==> config.mk <==
export PLATFORM = sky130hd
export DESIGN_NAME = gpes_event_ctrl
export DESIGN_NICKNAME = d
export VERILOG_FILES = /design/src/pkg/gpes_pkg.sv /design/src/core/gpes_event_ctrl.sv
export SDC_FILE = /design/constraint.sdc
export NUM_CORES = 1
export LEC_CHECK = 0
export ABC_AREA = 1
export BUFFER_PORTS_ARGS = -buffer_cell sky130_fd_sc_hd__buf_4
export CORE_AREA = 4 4 67 69
export CTS_BUF_LIST = sky130_fd_sc_hd__clkbuf_16
export DETAILED_ROUTE_END_ITERATION = 10
export DIE_AREA = 0 0 71 73
export PLACE_DENSITY = 0.79
export SLEW_MARGIN = 20
export SYNTH_ARGS = -nofsm -noshare
export SYNTH_HDL_FRONTEND = slang
export SYNTH_SLANG_ARGS = --single-unit
==> constraint.sdc <==
create_clock -name clk_sys -period 1.8 [get_ports clk_sys]
set_input_delay 0.18 -clock clk_sys [delete_from_list [all_inputs] [get_ports clk_sys]]
set_output_delay 0.18 -clock clk_sys [all_outputs]
set_load 0.01 [all_outputs]
==> src/pkg/gpes_pkg.sv <==
// Constants for the general purpose event redirect block.
// Assumes a 32-bit APB master and a 12-bit register address.
`default_nettype none

package gpes_pkg;

	// ==========================================================
	// Register map
	localparam logic [11:0] GPES_ADDR_CTRL = 12'h35C;
	localparam logic [11:0] GPES_ADDR_STS = 12'h360;
	localparam logic [11:0] GPES_ADDR_INT_STS = 12'h364;
	localparam logic [11:0] GPES_ADDR_INT_MASK = 12'h368;

	// ==========================================================
	// Field positions
	localparam int GPES_CTRL_INVERT = 0;
	localparam int GPES_CTRL_EN_LSB = 2;
	localparam int GPES_STS_LSB = 1;
	localparam int GPES_INT_LSB = 0;
	localparam int GPES_PORTS = 3;

	// ==========================================================
	// Reset values
	localparam logic [31:0] GPES_CTRL_RESET = 32'h0000_0000;
	localparam logic [31:0] GPES_STS_RESET = 32'h0000_0000;
	localparam logic [2:0] GPES_MASK_RESET = 3'h0;

	// ==========================================================
	// Timing: status, pin and interrupt follow inputs in cycles
	localparam int GPES_EVENT_LATENCY = 1;

endpackage

`default_nettype wire

==> src/core/gpes_event_ctrl.sv <==
// Event redirect control with APB slave, pin 7 drive and interrupt.
// Assumes port event and notification inputs are on clk_sys.
//
// The APB slave port was decided locally.
`timescale 1ns/10ps
`default_nettype none

module gpes_event_ctrl
	import gpes_pkg::*;
(
	// Clock and reset
	input wire logic clk_sys,
	input wire logic nrst,
	// APB slave
	input wire logic psel,
	input wire logic penable,
	input wire logic pwrite,
	input wire logic [11:0] paddr,
	input wire logic [31:0] pwdata,
	output logic [31:0] prdata,
	output logic pready,
	output logic pslverr,
	// Ports 2, 3, 4: event level and in-band notification
	input wire logic [2:0] portEvent,
	input wire logic [2:0] notifyReq,
	output logic [2:0] notifyFwd,
	// General-purpose pin 7
	input wire logic gpio7AltSel,
	output logic gpio7Out,
	output logic gpio7Oe,
	// Event level and interrupt
	output logic gpEventOut,
	output logic irq
);

	// ==========================================================
	// State
	typedef struct packed {
		logic invert;
		logic [2:0] redirEn;
		logic [2:0] pending;
		logic [2:0] intSts;
		logic [2:0] intMask;
		logic irq;
		logic eventOut;
		logic pinOut;
		logic pinOe;
		logic [2:0] notifyFwd;
		logic [31:0] prdata;
		logic pready;
		logic pslverr;
	} gpes_state_t;

	localparam gpes_state_t GPES_STATE_RESET = '{
		invert: GPES_CTRL_RESET[GPES_CTRL_INVERT],
		redirEn: GPES_CTRL_RESET[GPES_CTRL_EN_LSB +: GPES_PORTS],
		pending: GPES_STS_RESET[GPES_STS_LSB +: GPES_PORTS],
		intSts: 3'h0,
		intMask: GPES_MASK_RESET,
		irq: 1'b0,
		eventOut: 1'b1,
		pinOut: 1'b1,
		pinOe: 1'b0,
		notifyFwd: 3'h0,
		prdata: 32'h0000_0000,
		pready: 1'b0,
		pslverr: 1'b0
	};

	gpes_state_t s;
	gpes_state_t next_s;
	logic [1:0] rstSync;
	logic rstN;
	logic wrEn;
	logic anyPending;

	// ==========================================================
	// Functions
	function automatic logic mapped(input logic [11:0] a);
		mapped = (a == GPES_ADDR_CTRL) || (a == GPES_ADDR_STS) ||
			(a == GPES_ADDR_INT_STS) || (a == GPES_ADDR_INT_MASK);
	endfunction

	// Active pin level for a given event state
	function automatic logic pinLevel(input logic inv,
		input logic active);
		pinLevel = inv ? active : ~active;
	endfunction

	function automatic logic [31:0] readWord(input gpes_state_t st,
		input logic [11:0] a);
		readWord = 32'h0000_0000;
		unique case (a)
			GPES_ADDR_CTRL: begin
				readWord[GPES_CTRL_INVERT] = st.invert;
				readWord[GPES_CTRL_EN_LSB +: GPES_PORTS] = st.redirEn;
			end
			GPES_ADDR_STS: begin
				readWord[GPES_STS_LSB +: GPES_PORTS] = st.pending;
			end
			GPES_ADDR_INT_STS: begin
				readWord[GPES_INT_LSB +: GPES_PORTS] = st.intSts;
			end
			GPES_ADDR_INT_MASK: begin
				readWord[GPES_INT_LSB +: GPES_PORTS] = st.intMask;
			end
			default: begin
				readWord = 32'h0000_0000;
			end
		endcase
	endfunction

	// ==========================================================
	// Reset release
	always_ff @(posedge clk_sys or negedge nrst) begin
		if (!nrst) begin
			rstSync <= 2'h0;
		end else begin
			rstSync <= {rstSync[0], 1'b1};
		end
	end
	assign rstN = rstSync[1];

	assign wrEn = psel && penable && s.pready && pwrite;

	// ==========================================================
	// Next state
	always_comb begin
		next_s = s;

		// Zero-wait slave: data latched in setup, ready in access
		next_s.pready = psel && !penable;
		next_s.pslverr = psel && !penable && !mapped(paddr);
		if (psel && !penable && !pwrite) begin
			next_s.prdata = readWord(s, paddr);
		end

		if (wrEn && paddr == GPES_ADDR_CTRL) begin
			next_s.invert = pwdata[GPES_CTRL_INVERT];
			next_s.redirEn = pwdata[GPES_CTRL_EN_LSB +: GPES_PORTS];
		end
		if (wrEn && paddr == GPES_ADDR_INT_MASK) begin
			next_s.intMask = pwdata[GPES_INT_LSB +: GPES_PORTS];
		end

		// Pending only for redirected ports
		next_s.pending = s.redirEn & portEvent;

		// Redirected ports lose their in-band notifications
		next_s.notifyFwd = notifyReq & ~s.redirEn;

		// One shared output for all ports
		next_s.eventOut = pinLevel(next_s.invert,
			|next_s.pending);

		// Pin idles inactive when not in alternate function
		next_s.pinOe = gpio7AltSel;
		next_s.pinOut = gpio7AltSel ? next_s.eventOut :
			pinLevel(next_s.invert, 1'b0);

		// New pending edge sets sticky bit; set beats clear
		next_s.intSts = s.intSts;
		if (wrEn && paddr == GPES_ADDR_INT_STS) begin
			next_s.intSts = s.intSts &
				~pwdata[GPES_INT_LSB +: GPES_PORTS];
		end
		next_s.intSts = next_s.intSts | (next_s.pending & ~s.pending);
		next_s.irq = |(next_s.intSts & next_s.intMask);
	end

	always_ff @(posedge clk_sys or negedge rstN) begin
		if (!rstN) begin
			s <= GPES_STATE_RESET;
		end else begin
			s <= next_s;
		end
	end

	// ==========================================================
	// Outputs
	assign prdata = s.prdata;
	assign pready = s.pready;
	assign pslverr = s.pslverr;
	assign notifyFwd = s.notifyFwd;
	assign gpio7Out = s.pinOut;
	assign gpio7Oe = s.pinOe;
	assign gpEventOut = s.eventOut;
	assign irq = s.irq;

	assign anyPending = |s.pending;

	// ==========================================================
	// Checks
	pol_level_a: assert property (
		@(posedge clk_sys) disable iff (!rstN)
		s.eventOut == (s.invert ? anyPending : !anyPending))
		else $error("event level does not follow polarity");

	p2_suppress_a: assert property (
		@(posedge clk_sys) disable iff (!rstN)
		s.redirEn[0] |=> !s.notifyFwd[0])
		else $error("port 2 notification not suppressed");

	p3_suppress_a: assert property (
		@(posedge clk_sys) disable iff (!rstN)
		s.redirEn[1] && notifyReq[1] |=> !s.notifyFwd[1])
		else $error("port 3 notification not suppressed");

	p4_forward_a: assert property (
		@(posedge clk_sys) disable iff (!rstN)
		notifyReq[2] |=> s.notifyFwd[2] != $past(s.redirEn[2]))
		else $error("port 4 notification routing wrong");

	sts_read_a: assert property (
		@(posedge clk_sys) disable iff (!rstN)
		psel && !penable && !pwrite && paddr == GPES_ADDR_STS
		|=> prdata == {28'h000_0000, $past(s.pending), 1'b0})
		else $error("status read mismatch");

	no_enable_a: assert property (
		@(posedge clk_sys) disable iff (!rstN)
		(s.pending & ~$past(s.redirEn)) == 3'h0)
		else $error("status set without enable");

	pin_alt_a: assert property (
		@(posedge clk_sys) disable iff (!rstN)
		gpio7Oe == $past(gpio7AltSel) &&
		(gpio7Oe -> gpio7Out == gpEventOut))
		else $error("pin 7 not gated by alternate select");

	or_assert_a: assert property (
		@(posedge clk_sys) disable iff (!rstN)
		$rose(anyPending) |-> gpEventOut == s.invert)
		else $error("event not asserted for pending port");

	irq_level_a: assert property (
		@(posedge clk_sys) disable iff (!rstN)
		irq == |(s.intSts & s.intMask))
		else $error("irq disagrees with status and mask");

	// ==========================================================
	// Checks: register access

	ready_after_setup_a: assert property (
		@(posedge clk_sys) disable iff (!rstN)
		psel && !penable |=> pready)
		else $error("pready missing after setup");

	ready_single_a: assert property (
		@(posedge clk_sys) disable iff (!rstN)
		pready |-> $past(psel && !penable))
		else $error("pready without a setup cycle");

	err_with_ready_a: assert property (
		@(posedge clk_sys) disable iff (!rstN)
		pslverr |-> pready)
		else $error("pslverr outside access cycle");

	unmapped_err_a: assert property (
		@(posedge clk_sys) disable iff (!rstN)
		psel && !penable && !mapped(paddr) |=> pslverr)
		else $error("unmapped address not flagged");

	unmapped_read_a: assert property (
		@(posedge clk_sys) disable iff (!rstN)
		psel && !penable && !pwrite && !mapped(paddr)
		|=> prdata == 32'h0000_0000)
		else $error("unmapped read not zero");

	ctrl_read_a: assert property (
		@(posedge clk_sys) disable iff (!rstN)
		psel && !penable && !pwrite && paddr == GPES_ADDR_CTRL
		|=> prdata == {27'h000_0000, $past(s.redirEn), 1'b0,
			$past(s.invert)})
		else $error("control read mismatch");

	ctrl_write_a: assert property (
		@(posedge clk_sys) disable iff (!rstN)
		wrEn && paddr == GPES_ADDR_CTRL
		|=> s.invert == $past(pwdata[GPES_CTRL_INVERT]) &&
		s.redirEn == $past(pwdata[GPES_CTRL_EN_LSB +: GPES_PORTS]))
		else $error("control write not applied");

	ctrl_hold_a: assert property (
		@(posedge clk_sys) disable iff (!rstN)
		!(wrEn && paddr == GPES_ADDR_CTRL)
		|=> $stable(s.invert) && $stable(s.redirEn))
		else $error("control changed without a write");

	mask_write_a: assert property (
		@(posedge clk_sys) disable iff (!rstN)
		wrEn && paddr == GPES_ADDR_INT_MASK
		|=> s.intMask == $past(pwdata[GPES_INT_LSB +: GPES_PORTS]))
		else $error("mask write not applied");

	// ==========================================================
	// Checks: event routing

	pend_follow_a: assert property (
		@(posedge clk_sys) disable iff (!rstN)
		s.pending == ($past(s.redirEn) & $past(portEvent)))
		else $error("status does not follow enabled events");

	event_held_a: assert property (
		@(posedge clk_sys) disable iff (!rstN)
		anyPending |-> gpEventOut == s.invert)
		else $error("event output not active while pending");

	event_idle_a: assert property (
		@(posedge clk_sys) disable iff (!rstN)
		!anyPending |-> gpEventOut == !s.invert)
		else $error("event output active with nothing pending");

	pin_idle_a: assert property (
		@(posedge clk_sys) disable iff (!rstN)
		!gpio7Oe |-> gpio7Out == !s.invert)
		else $error("released pin 7 not at inactive level");

	notify_pass_a: assert property (
		@(posedge clk_sys) disable iff (!rstN)
		notifyFwd == ($past(notifyReq) & ~$past(s.redirEn)))
		else $error("notification routing wrong");

	// ==========================================================
	// Checks: interrupt

	int_set_a: assert property (
		@(posedge clk_sys) disable iff (!rstN)
		(s.pending & ~$past(s.pending) & ~s.intSts) == 3'h0)
		else $error("new event did not set sticky bit");

	int_clear_a: assert property (
		@(posedge clk_sys) disable iff (!rstN)
		wrEn && paddr == GPES_ADDR_INT_STS
		|=> (s.intSts & $past(pwdata[GPES_INT_LSB +: GPES_PORTS]) &
		~(s.pending & ~$past(s.pending))) == 3'h0)
		else $error("sticky bit not cleared by write");

	int_sticky_a: assert property (
		@(posedge clk_sys) disable iff (!rstN)
		!(wrEn && paddr == GPES_ADDR_INT_STS)
		|=> ($past(s.intSts) & ~s.intSts) == 3'h0)
		else $error("sticky bit dropped without a write");

	irq_masked_a: assert property (
		@(posedge clk_sys) disable iff (!rstN)
		s.intMask == 3'h0 |-> !irq)
		else $error("irq raised with all sources masked");

endmodule // gpes_event_ctrl

`default_nettype wire

==> results by group, run 1 <==
Outcome
  • Status: finished clean

Power and ir drop
  • P_leak: about 1.2 nW
  • Clock network power share: 0.513
  • Net switching power: 0.378 mW
  • PwrDens: between 800 and 900 mW/mm²
  • Logic pwr share: 0.103
  • Sequential share of power: 0.384
  • Peak VDD IR: 0.000390 V
  • Pint: between 1 and 1.5 mW
  • Switch share: 0.214

Place
  • Pre-CTS setup slack: 0.488 ns
  • Port Buffers: 42
  • Gpl congestion: slightly below 0.9
  • Post-DP HPWL: between 2000 and 3000 µm

Setup path
  • Critical path capture point type: flip-flop
  • Critical path class: reg2reg
  • Data arrival, critical path: 1.46 ns
  • Critical Path RT: just over 2 ns
  • Startpoint types: flip-flop
  • Crit Path Max Fanout: 9

Synthesis
  • Mapped Area: ~0.0017 mm²
  • Unique masters post-synth: 26
  • Synth warn: 0
  • Area contributors post-synth: dfrtp_1, buf_4, nand2_1
  • Post-synthesis sequential element count: 29
  • Sequential area share after synthesis: 0.431
  • Top cell type's share of synthesized area: 0.400
  • Synth Instances: 199
  • Largest area contributor in the netlist: dfrtp_1
  • Synth Area per Inst: roughly 8.5 µm²

Drt
  • DRT iter0 DRCs: 56
  • Routed vias: between 1,000 and 1,500
  • Wire per inst: approximately 11 µm
  • Drt via density: between 4 and 5
  • Post-Route WL: about 3300 µm
  • Antenna-violating nets left: 0
  • TritonRoute pass-1 iters: 4
  • DR DRC count: 0

Job
  • Max cap viols: 0

Clock tree
  • Clock Pin Slew Worst Setup and Hold Paths: 0.05 ns
  • Post-cts sizing count: 0
  • Root Driver: clkbuf_16
  • CTS Sinks: 29
  • Skew-Pair Late Insertion Delay: between 0.2 and 0.3 ns
  • Num CTS Buffers: 5
  • Clk buf depth: 2
  • Htree depth: 2
  • CTS tree: done

Global routing
  • Total Routing Usage GR: 0.131
  • GRT overflow: 0
  • Global-route wire length before repair: 5140 µm
  • Vias in the first global route: 1,165
  • Largest net degree at the start of global routing: 28
  • Antenna violations before repair: 0

Floorplanning
  • Starting Density: 0.431
  • Core Area: 0.00391 mm²
  • Row Count: 23
  • Chip height: 73 µm
  • Die W: approximately 70 µm
  • Die area: ~0.0052 mm²
  • # IOs: a little under 100

STA
  • RSZ-0062 raised after global routing: false
  • Fmax: between 800 and 900 MHz
  • Layout Skew: ~0.008 ns
  • Setup WS post-layout: approximately 0.56 ns
  • Final setup fails: 0
  • TNS Setup: 0 ns
  • Fin. Hold Viols: 0
  • Tcrit/Tclk final: 0.687
  • Slew Limit Fails: 0
  • Fin crit period: ~1.2 ns

Hold path
  • HP Class: in2reg

Cells and area
  • Synth-to-Final Area Change: 23.3%
  • Layout cells sized above 1: 0.302
  • Sequential Area: between 700 and 800 µm²
  • Nets@finish: just under 300
  • Commonest non-fill, non-tap cell in the layout: nand2_1
  • Antenna cells: 0
  • Multi-input gate area: slightly above 700 µm²
  • Most frequent cells in the layout: nand2_1, buf_4, conb_1
  • Filler Cells Inserted: 365
[critical path, stage by stage, from the launching register on]
cell and delay, ns:
dfrtp_1 0.34, nand2_1 0.12, nor2_8 0.19, nand3_4 0.12, nand2_2 0.09, nand2_2 0.06, or2_0 0.19, nand2_1 0.07
[layout make-up]
| class | instances | area share |
|---|---|---|
| Multi-Input combinational cell | 138 | 0.340 |
| Timing Repair Buffer | 44 | 0.160 |
| Clock buffer | 5 | 0.0601 |
| Sequential cell | 29 | 0.350 |
| Inverter | 23 | 0.0421 |
| Clock inverter | 3 | 0.0180 |
| Tap cell | 50 | 0.0301 |
[cell usage after synthesis]
cell,number
nand2_1,44
buf_4,35
dfrtp_1,27
inv_1,19
nand3_1,15
nor2_1,14
nand4_1,8
inv_2,3
mux2_1,3
nand2_2,3
nor2_4,3
o21ai_0,3
or2_2,3
a21oi_1,2
conb_1,2
dfstp_2,2
nand3_2,2
nor2_2,2
nor2_8,2
and2_1,1
clkinv_2,1
nand2_4,1
nand3_4,1
nor3_1,1
nor3_2,1
or2_0,1
[worst paths after layout]
check | cells past startpoint | slack [ns] | endpoint | start
max in group asynchronous | 1 | 1.28 | gpEventOut | rstSync[1]
min in group asynchronous | 2 | 0.22 | rstSync[1] | nrst
setup reg to reg | 7 | 0.56 | gpio7Out | pready
hold reg to reg | 1 | 0.22 | gpio7Oe | rstSync[1]
hold / removal | 1 | 0.03 | gpio7Oe | gpio7AltSel
setup / recovery | 7 | 0.56 | gpio7Out | pready
[registers in the layout (all words and copies together), names as in the netlist]
name	cells
notifyFwd	3
prdata	5
rstSync	2
gpio7Out	1
pready	1
irq	1
gpio7Oe	1
pslverr	1
gpEventOut	1
s	13
[layer usage]
metal	up-vias	global-route usage	wire [µm]
li1	642	-	-
met1	595	0.148	1300
met2	40	0.212	1670
met3	5	0.0579	239
met4	0	0.0626	67
met5	-	0	0
[cell families after synthesis]
family / Yosys count / share of synthesized area
other: 2 / 0.00445
AOI/OAI and AO/OA: 5 / 0.0148
and+or+nand+nor: 102 / 0.322
buffers and inverters: 58 / 0.208
DFF: 29 / 0.431
muxes: 3 / 0.0200
[power groups by stage]
stage | sequential [mW] | combinational, mW | clock (mW)
2_1_floorplan | 0.698 | 0.138 | 0
4_1_cts | 0.679 | 0.184 | 0.924
3_5_place_dp | 0.689 | 0.182 | 0
6_report | 0.679 | 0.182 | 0.907
5_1_grt | 0.680 | 0.203 | 0.965
3_3_place_gp | 0.688 | 0.179 | 0
[what timing repair did]
action,in CTS,in global routing
hold buffers,1,0
hold endpoints to repair,2,0
setup endpoints to repair,0,0
buffers inserted,0,0
[metrics by stage]
stage | area (µm²) | total power [mW] | hold WS (ns) | utilization | std cells
2_1_floorplan | 1790 | 0.836 | -0.116 | - | 225
3_5_place_dp | 1910 | 0.871 | -0.0353 | 0.488 | 283
6_report | 2080 | 1.77 | 0.0268 | 0.532 | 292
4_1_cts | 2080 | 1.79 | 0.0213 | 0.532 | 292
3_3_place_gp | 1910 | 0.867 | -0.0366 | 0.488 | 283
5_1_grt | 2080 | 1.85 | 0.0229 | 0.532 | 292
(Power assumes the default switching activity.)
==> run 2, diff against run 1 <==
--- a/config.mk
+++ b/config.mk
@@ -7,11 +7,11 @@
 export LEC_CHECK = 0
 export ABC_AREA = 1
 export BUFFER_PORTS_ARGS = -buffer_cell sky130_fd_sc_hd__buf_4
-export CORE_AREA = 4 4 67 69
+export CORE_AREA = 4 4 70 72
 export CTS_BUF_LIST = sky130_fd_sc_hd__clkbuf_16
 export DETAILED_ROUTE_END_ITERATION = 10
-export DIE_AREA = 0 0 71 73
-export PLACE_DENSITY = 0.79
+export DIE_AREA = 0 0 74 76
+export PLACE_DENSITY = 0.76
 export SLEW_MARGIN = 20
 export SYNTH_ARGS = -nofsm -noshare
 export SYNTH_HDL_FRONTEND = slang
==> constraint.sdc (replaced) <==
create_clock -name clk_sys -period 1 [get_ports clk_sys]
set_input_delay 0.1 -clock clk_sys [delete_from_list [all_inputs] [get_ports clk_sys]]
set_output_delay 0.1 -clock clk_sys [all_outputs]
set_load 0.01 [all_outputs]
==> run 2 against run 1 <==
Largest cell class unchanged. Final area up 7.4%. Routed wire length rose by 2.2%. The flow now finishes with violations (negative setup slack). Via count rose by 2.7%. Critical endpoint is now irq.
==> results by group, run 2 (same netlist as run 1, synthesis figures left out) <==
Cells and area
  • Nets@finish: 317 (+6.7%)
  • Commonest non-fill, non-tap cell in the layout: buf_4
  • Layout cells sized above 1: 0.366 (+0.0648)
  • Antenna cells: 0 (unchanged)
  • Max FFs per register: 13 (unchanged)
  • Most frequent cells in the layout: buf_4, nand2_1, conb_1
  • Final core utilization: 0.520 (-0.0113)
  • Synth-to-Final Area Change: 32.4%
  • Reg with most FFs: s

Setup path
  • Startpoint types: flip-flop
  • Critical Path RT: 1.15 ns (-0.87 ns)
  • Data arrival, critical path: 1.36 ns (-0.10 ns)
  • Critical path class: reg2reg
  • Critical path capture point type: flip-flop
  • Crit Path Max Fanout: 7 (-2)

Clock tree
  • Htree depth: 2 (unchanged)
  • Num CTS Buffers: 5 (unchanged)
  • Skew-Pair Late Insertion Delay: 0.27 ns (about the same)
  • CTS Sinks: 29 (unchanged)
  • Root Driver: clkbuf_16
  • Clk buf depth: 2 (unchanged)
  • Clock Pin Slew Worst Setup and Hold Paths: 0.05 ns (about the same)
  • CTS tree: done

Floorplanning
  • Core Area: 0.00429 mm² (+9.7%)
  • Row Count: 24 (+4.3%)
  • Die area: 0.00562 mm² (+8.5%)
  • # IOs: 97 (unchanged)
  • Chip height: 76 µm (+4.1%)
  • Die W: 74 µm (+4.2%)
  • Starting Density: 0.393 (-0.0382)

STA
  • Tcrit/Tclk final: 1.21 (+0.522)
  • Slew Limit Fails: 0 (unchanged)
  • Final setup fails: 9 (+9)
  • Layout Skew: 0.00746 ns (-0.000444 ns)
  • Fin crit period: 1.21 ns (-0.0275 ns)
  • Worst hold margin: 0.0131 ns (-0.0137 ns)
  • TNS Setup: -1.26 ns (-1.26 ns)
  • Fin. Hold Viols: 0 (unchanged)
  • Setup WS post-layout: -0.210 ns (-0.773 ns)
  • Fmax: 827 MHz (+2.3%)
  • RSZ-0062 raised after global routing: true

Place
  • Gpl congestion: 0.816 (-6.6%)
  • Port Buffers: 42 (unchanged)
  • Post-DP HPWL: 2670 µm (+2.7%)

Power and ir drop
  • Switch share: 0.226 (+0.0123)
  • Logic pwr share: 0.124 (+0.021)
  • Sequential share of power: 0.417 (+0.033)
  • PwrDens: 1310 mW/mm² (+54%)
  • Peak VDD IR: 0.000936 V (+140%)
  • Clock network power share: 0.459 (-0.054)
  • Net switching power: 0.662 mW (+75%)
  • Pint: 2.27 mW (+63%)
  • P_leak: 1.26 nW (+8.7%)

Drt
  • DR DRC count: 0 (unchanged)
  • TritonRoute pass-1 iters: 4 (unchanged)
  • DRT iter0 DRCs: 65 (+16%)
  • Routed vias: 1,317 (+2.7%)
  • Wire per inst: 10.7 µm (-5.0%)
  • Post-Route WL: 3350 µm (+2.2%)
  • Antenna-violating nets left: 0 (unchanged)
  • Drt via density: 4.19 (-4.5%)

Hold path
  • HP Class: in2reg

Global routing
  • Vias in the first global route: 1,319 (+13%)
  • Antenna violations before repair: 0 (unchanged)
  • Largest net degree at the start of global routing: 28 (unchanged)
  • Global-route wire length before repair: 5640 µm (+9.7%)
  • GRT overflow: 0 (unchanged)
  • Total Routing Usage GR: 0.124 (-0.00670)

Outcome
  • Failing checks: negative setup slack
  • Status: complete, but fails checks

Job
  • Max cap viols: 0 (unchanged)
-- run 2: changes by cell type in the layout (fill, tap and decap cells not counted), moves of 2 or more --
cell and change:
o21ai_0 -2, buf_4 +18, nand2_1 -3, nand2_2 +2
o21ai_1 +2
-- run 2: power groups by stage --
| stage | clock [mW] | combinational [mW] | sequential [mW] |
|---|---|---|---|
| after global routing | 1.45 | 0.404 | 1.22 |
| after floorplan | 0 | 0.248 | 1.26 |
| after CTS | 1.37 | 0.362 | 1.22 |
| final | 1.35 | 0.363 | 1.22 |
| after detailed placement | 0 | 0.356 | 1.24 |
| after global placement | 0 | 0.351 | 1.24 |
-- run 2: critical path: stages (launching register included) --
cell and delay, ns:
dfrtp_1 0.35, nand2_2 0.09, nor2_8 0.16, buf_4 0.14, nand4_1 0.09, nand2_1 0.07, nand2_1 0.06, nand2_1 0.06
nand3_1 0.06
-- run 2: area by class of cell --
class / instances / area, µm²
Sequential cell: 29 / 728
Inverter: 23 / 87.6
Tap cell: 52 / 65.1
Fill cell: 421 / 2060
Timing Repair Buffer: 64 / 489
Multi-Input combinational cell: 138 / 728
Clock inverter: 3 / 11.3
Clock buffer: 5 / 125
-- run 2: through the flow --
stage	std cells	area (µm²)	total power, mW	setup WS, ns
after floorplan	225	1790	1.51	-0.166
after global placement	303	2050	1.59	-0.198
after detailed placement	303	2050	1.60	-0.208
after CTS	313	2200	2.96	-0.215
after global routing	314	2230	3.08	-0.287
final	314	2230	2.93	-0.210
-- run 2: final timing paths --
kind / cells past startpoint / slack, ns / start / end
max: 8 / -0.21 / pready / irq
min: 2 / 0.01 / penable / pready
max reg2reg: 8 / -0.21 / pready / irq
min reg2reg: 1 / 0.22 / rstSync[1] / s[43]
max in group asynchronous: 1 / 0.47 / rstSync[1] / gpio7Out
min in group asynchronous: 2 / 0.15 / nrst / rstSync[0]
-- run 2: routing by layer --
layer / global-route usage / vias up / routed length, µm / part of all wire
li1: - / 682 / - / -
met1: 0.143 / 595 / 1350 / 0.40
met2: 0.225 / 38 / 1770 / 0.53
met3: 0.0356 / 2 / 218 / 0.065
met4: 0.0217 / 0 / 12 / 0.0036
met5: 0 / - / 0 / 0
-- run 2: repair_timing --
item / 4_1_cts / 5_1_grt
endpoints found under the setup margin: 9 / 19
cloned: 0 / 0
buffers inserted: 0 / 1
endpoints found under the hold margin: 3 / 0
hold buffers: 2 / 0
resized for setup: 0 / 8
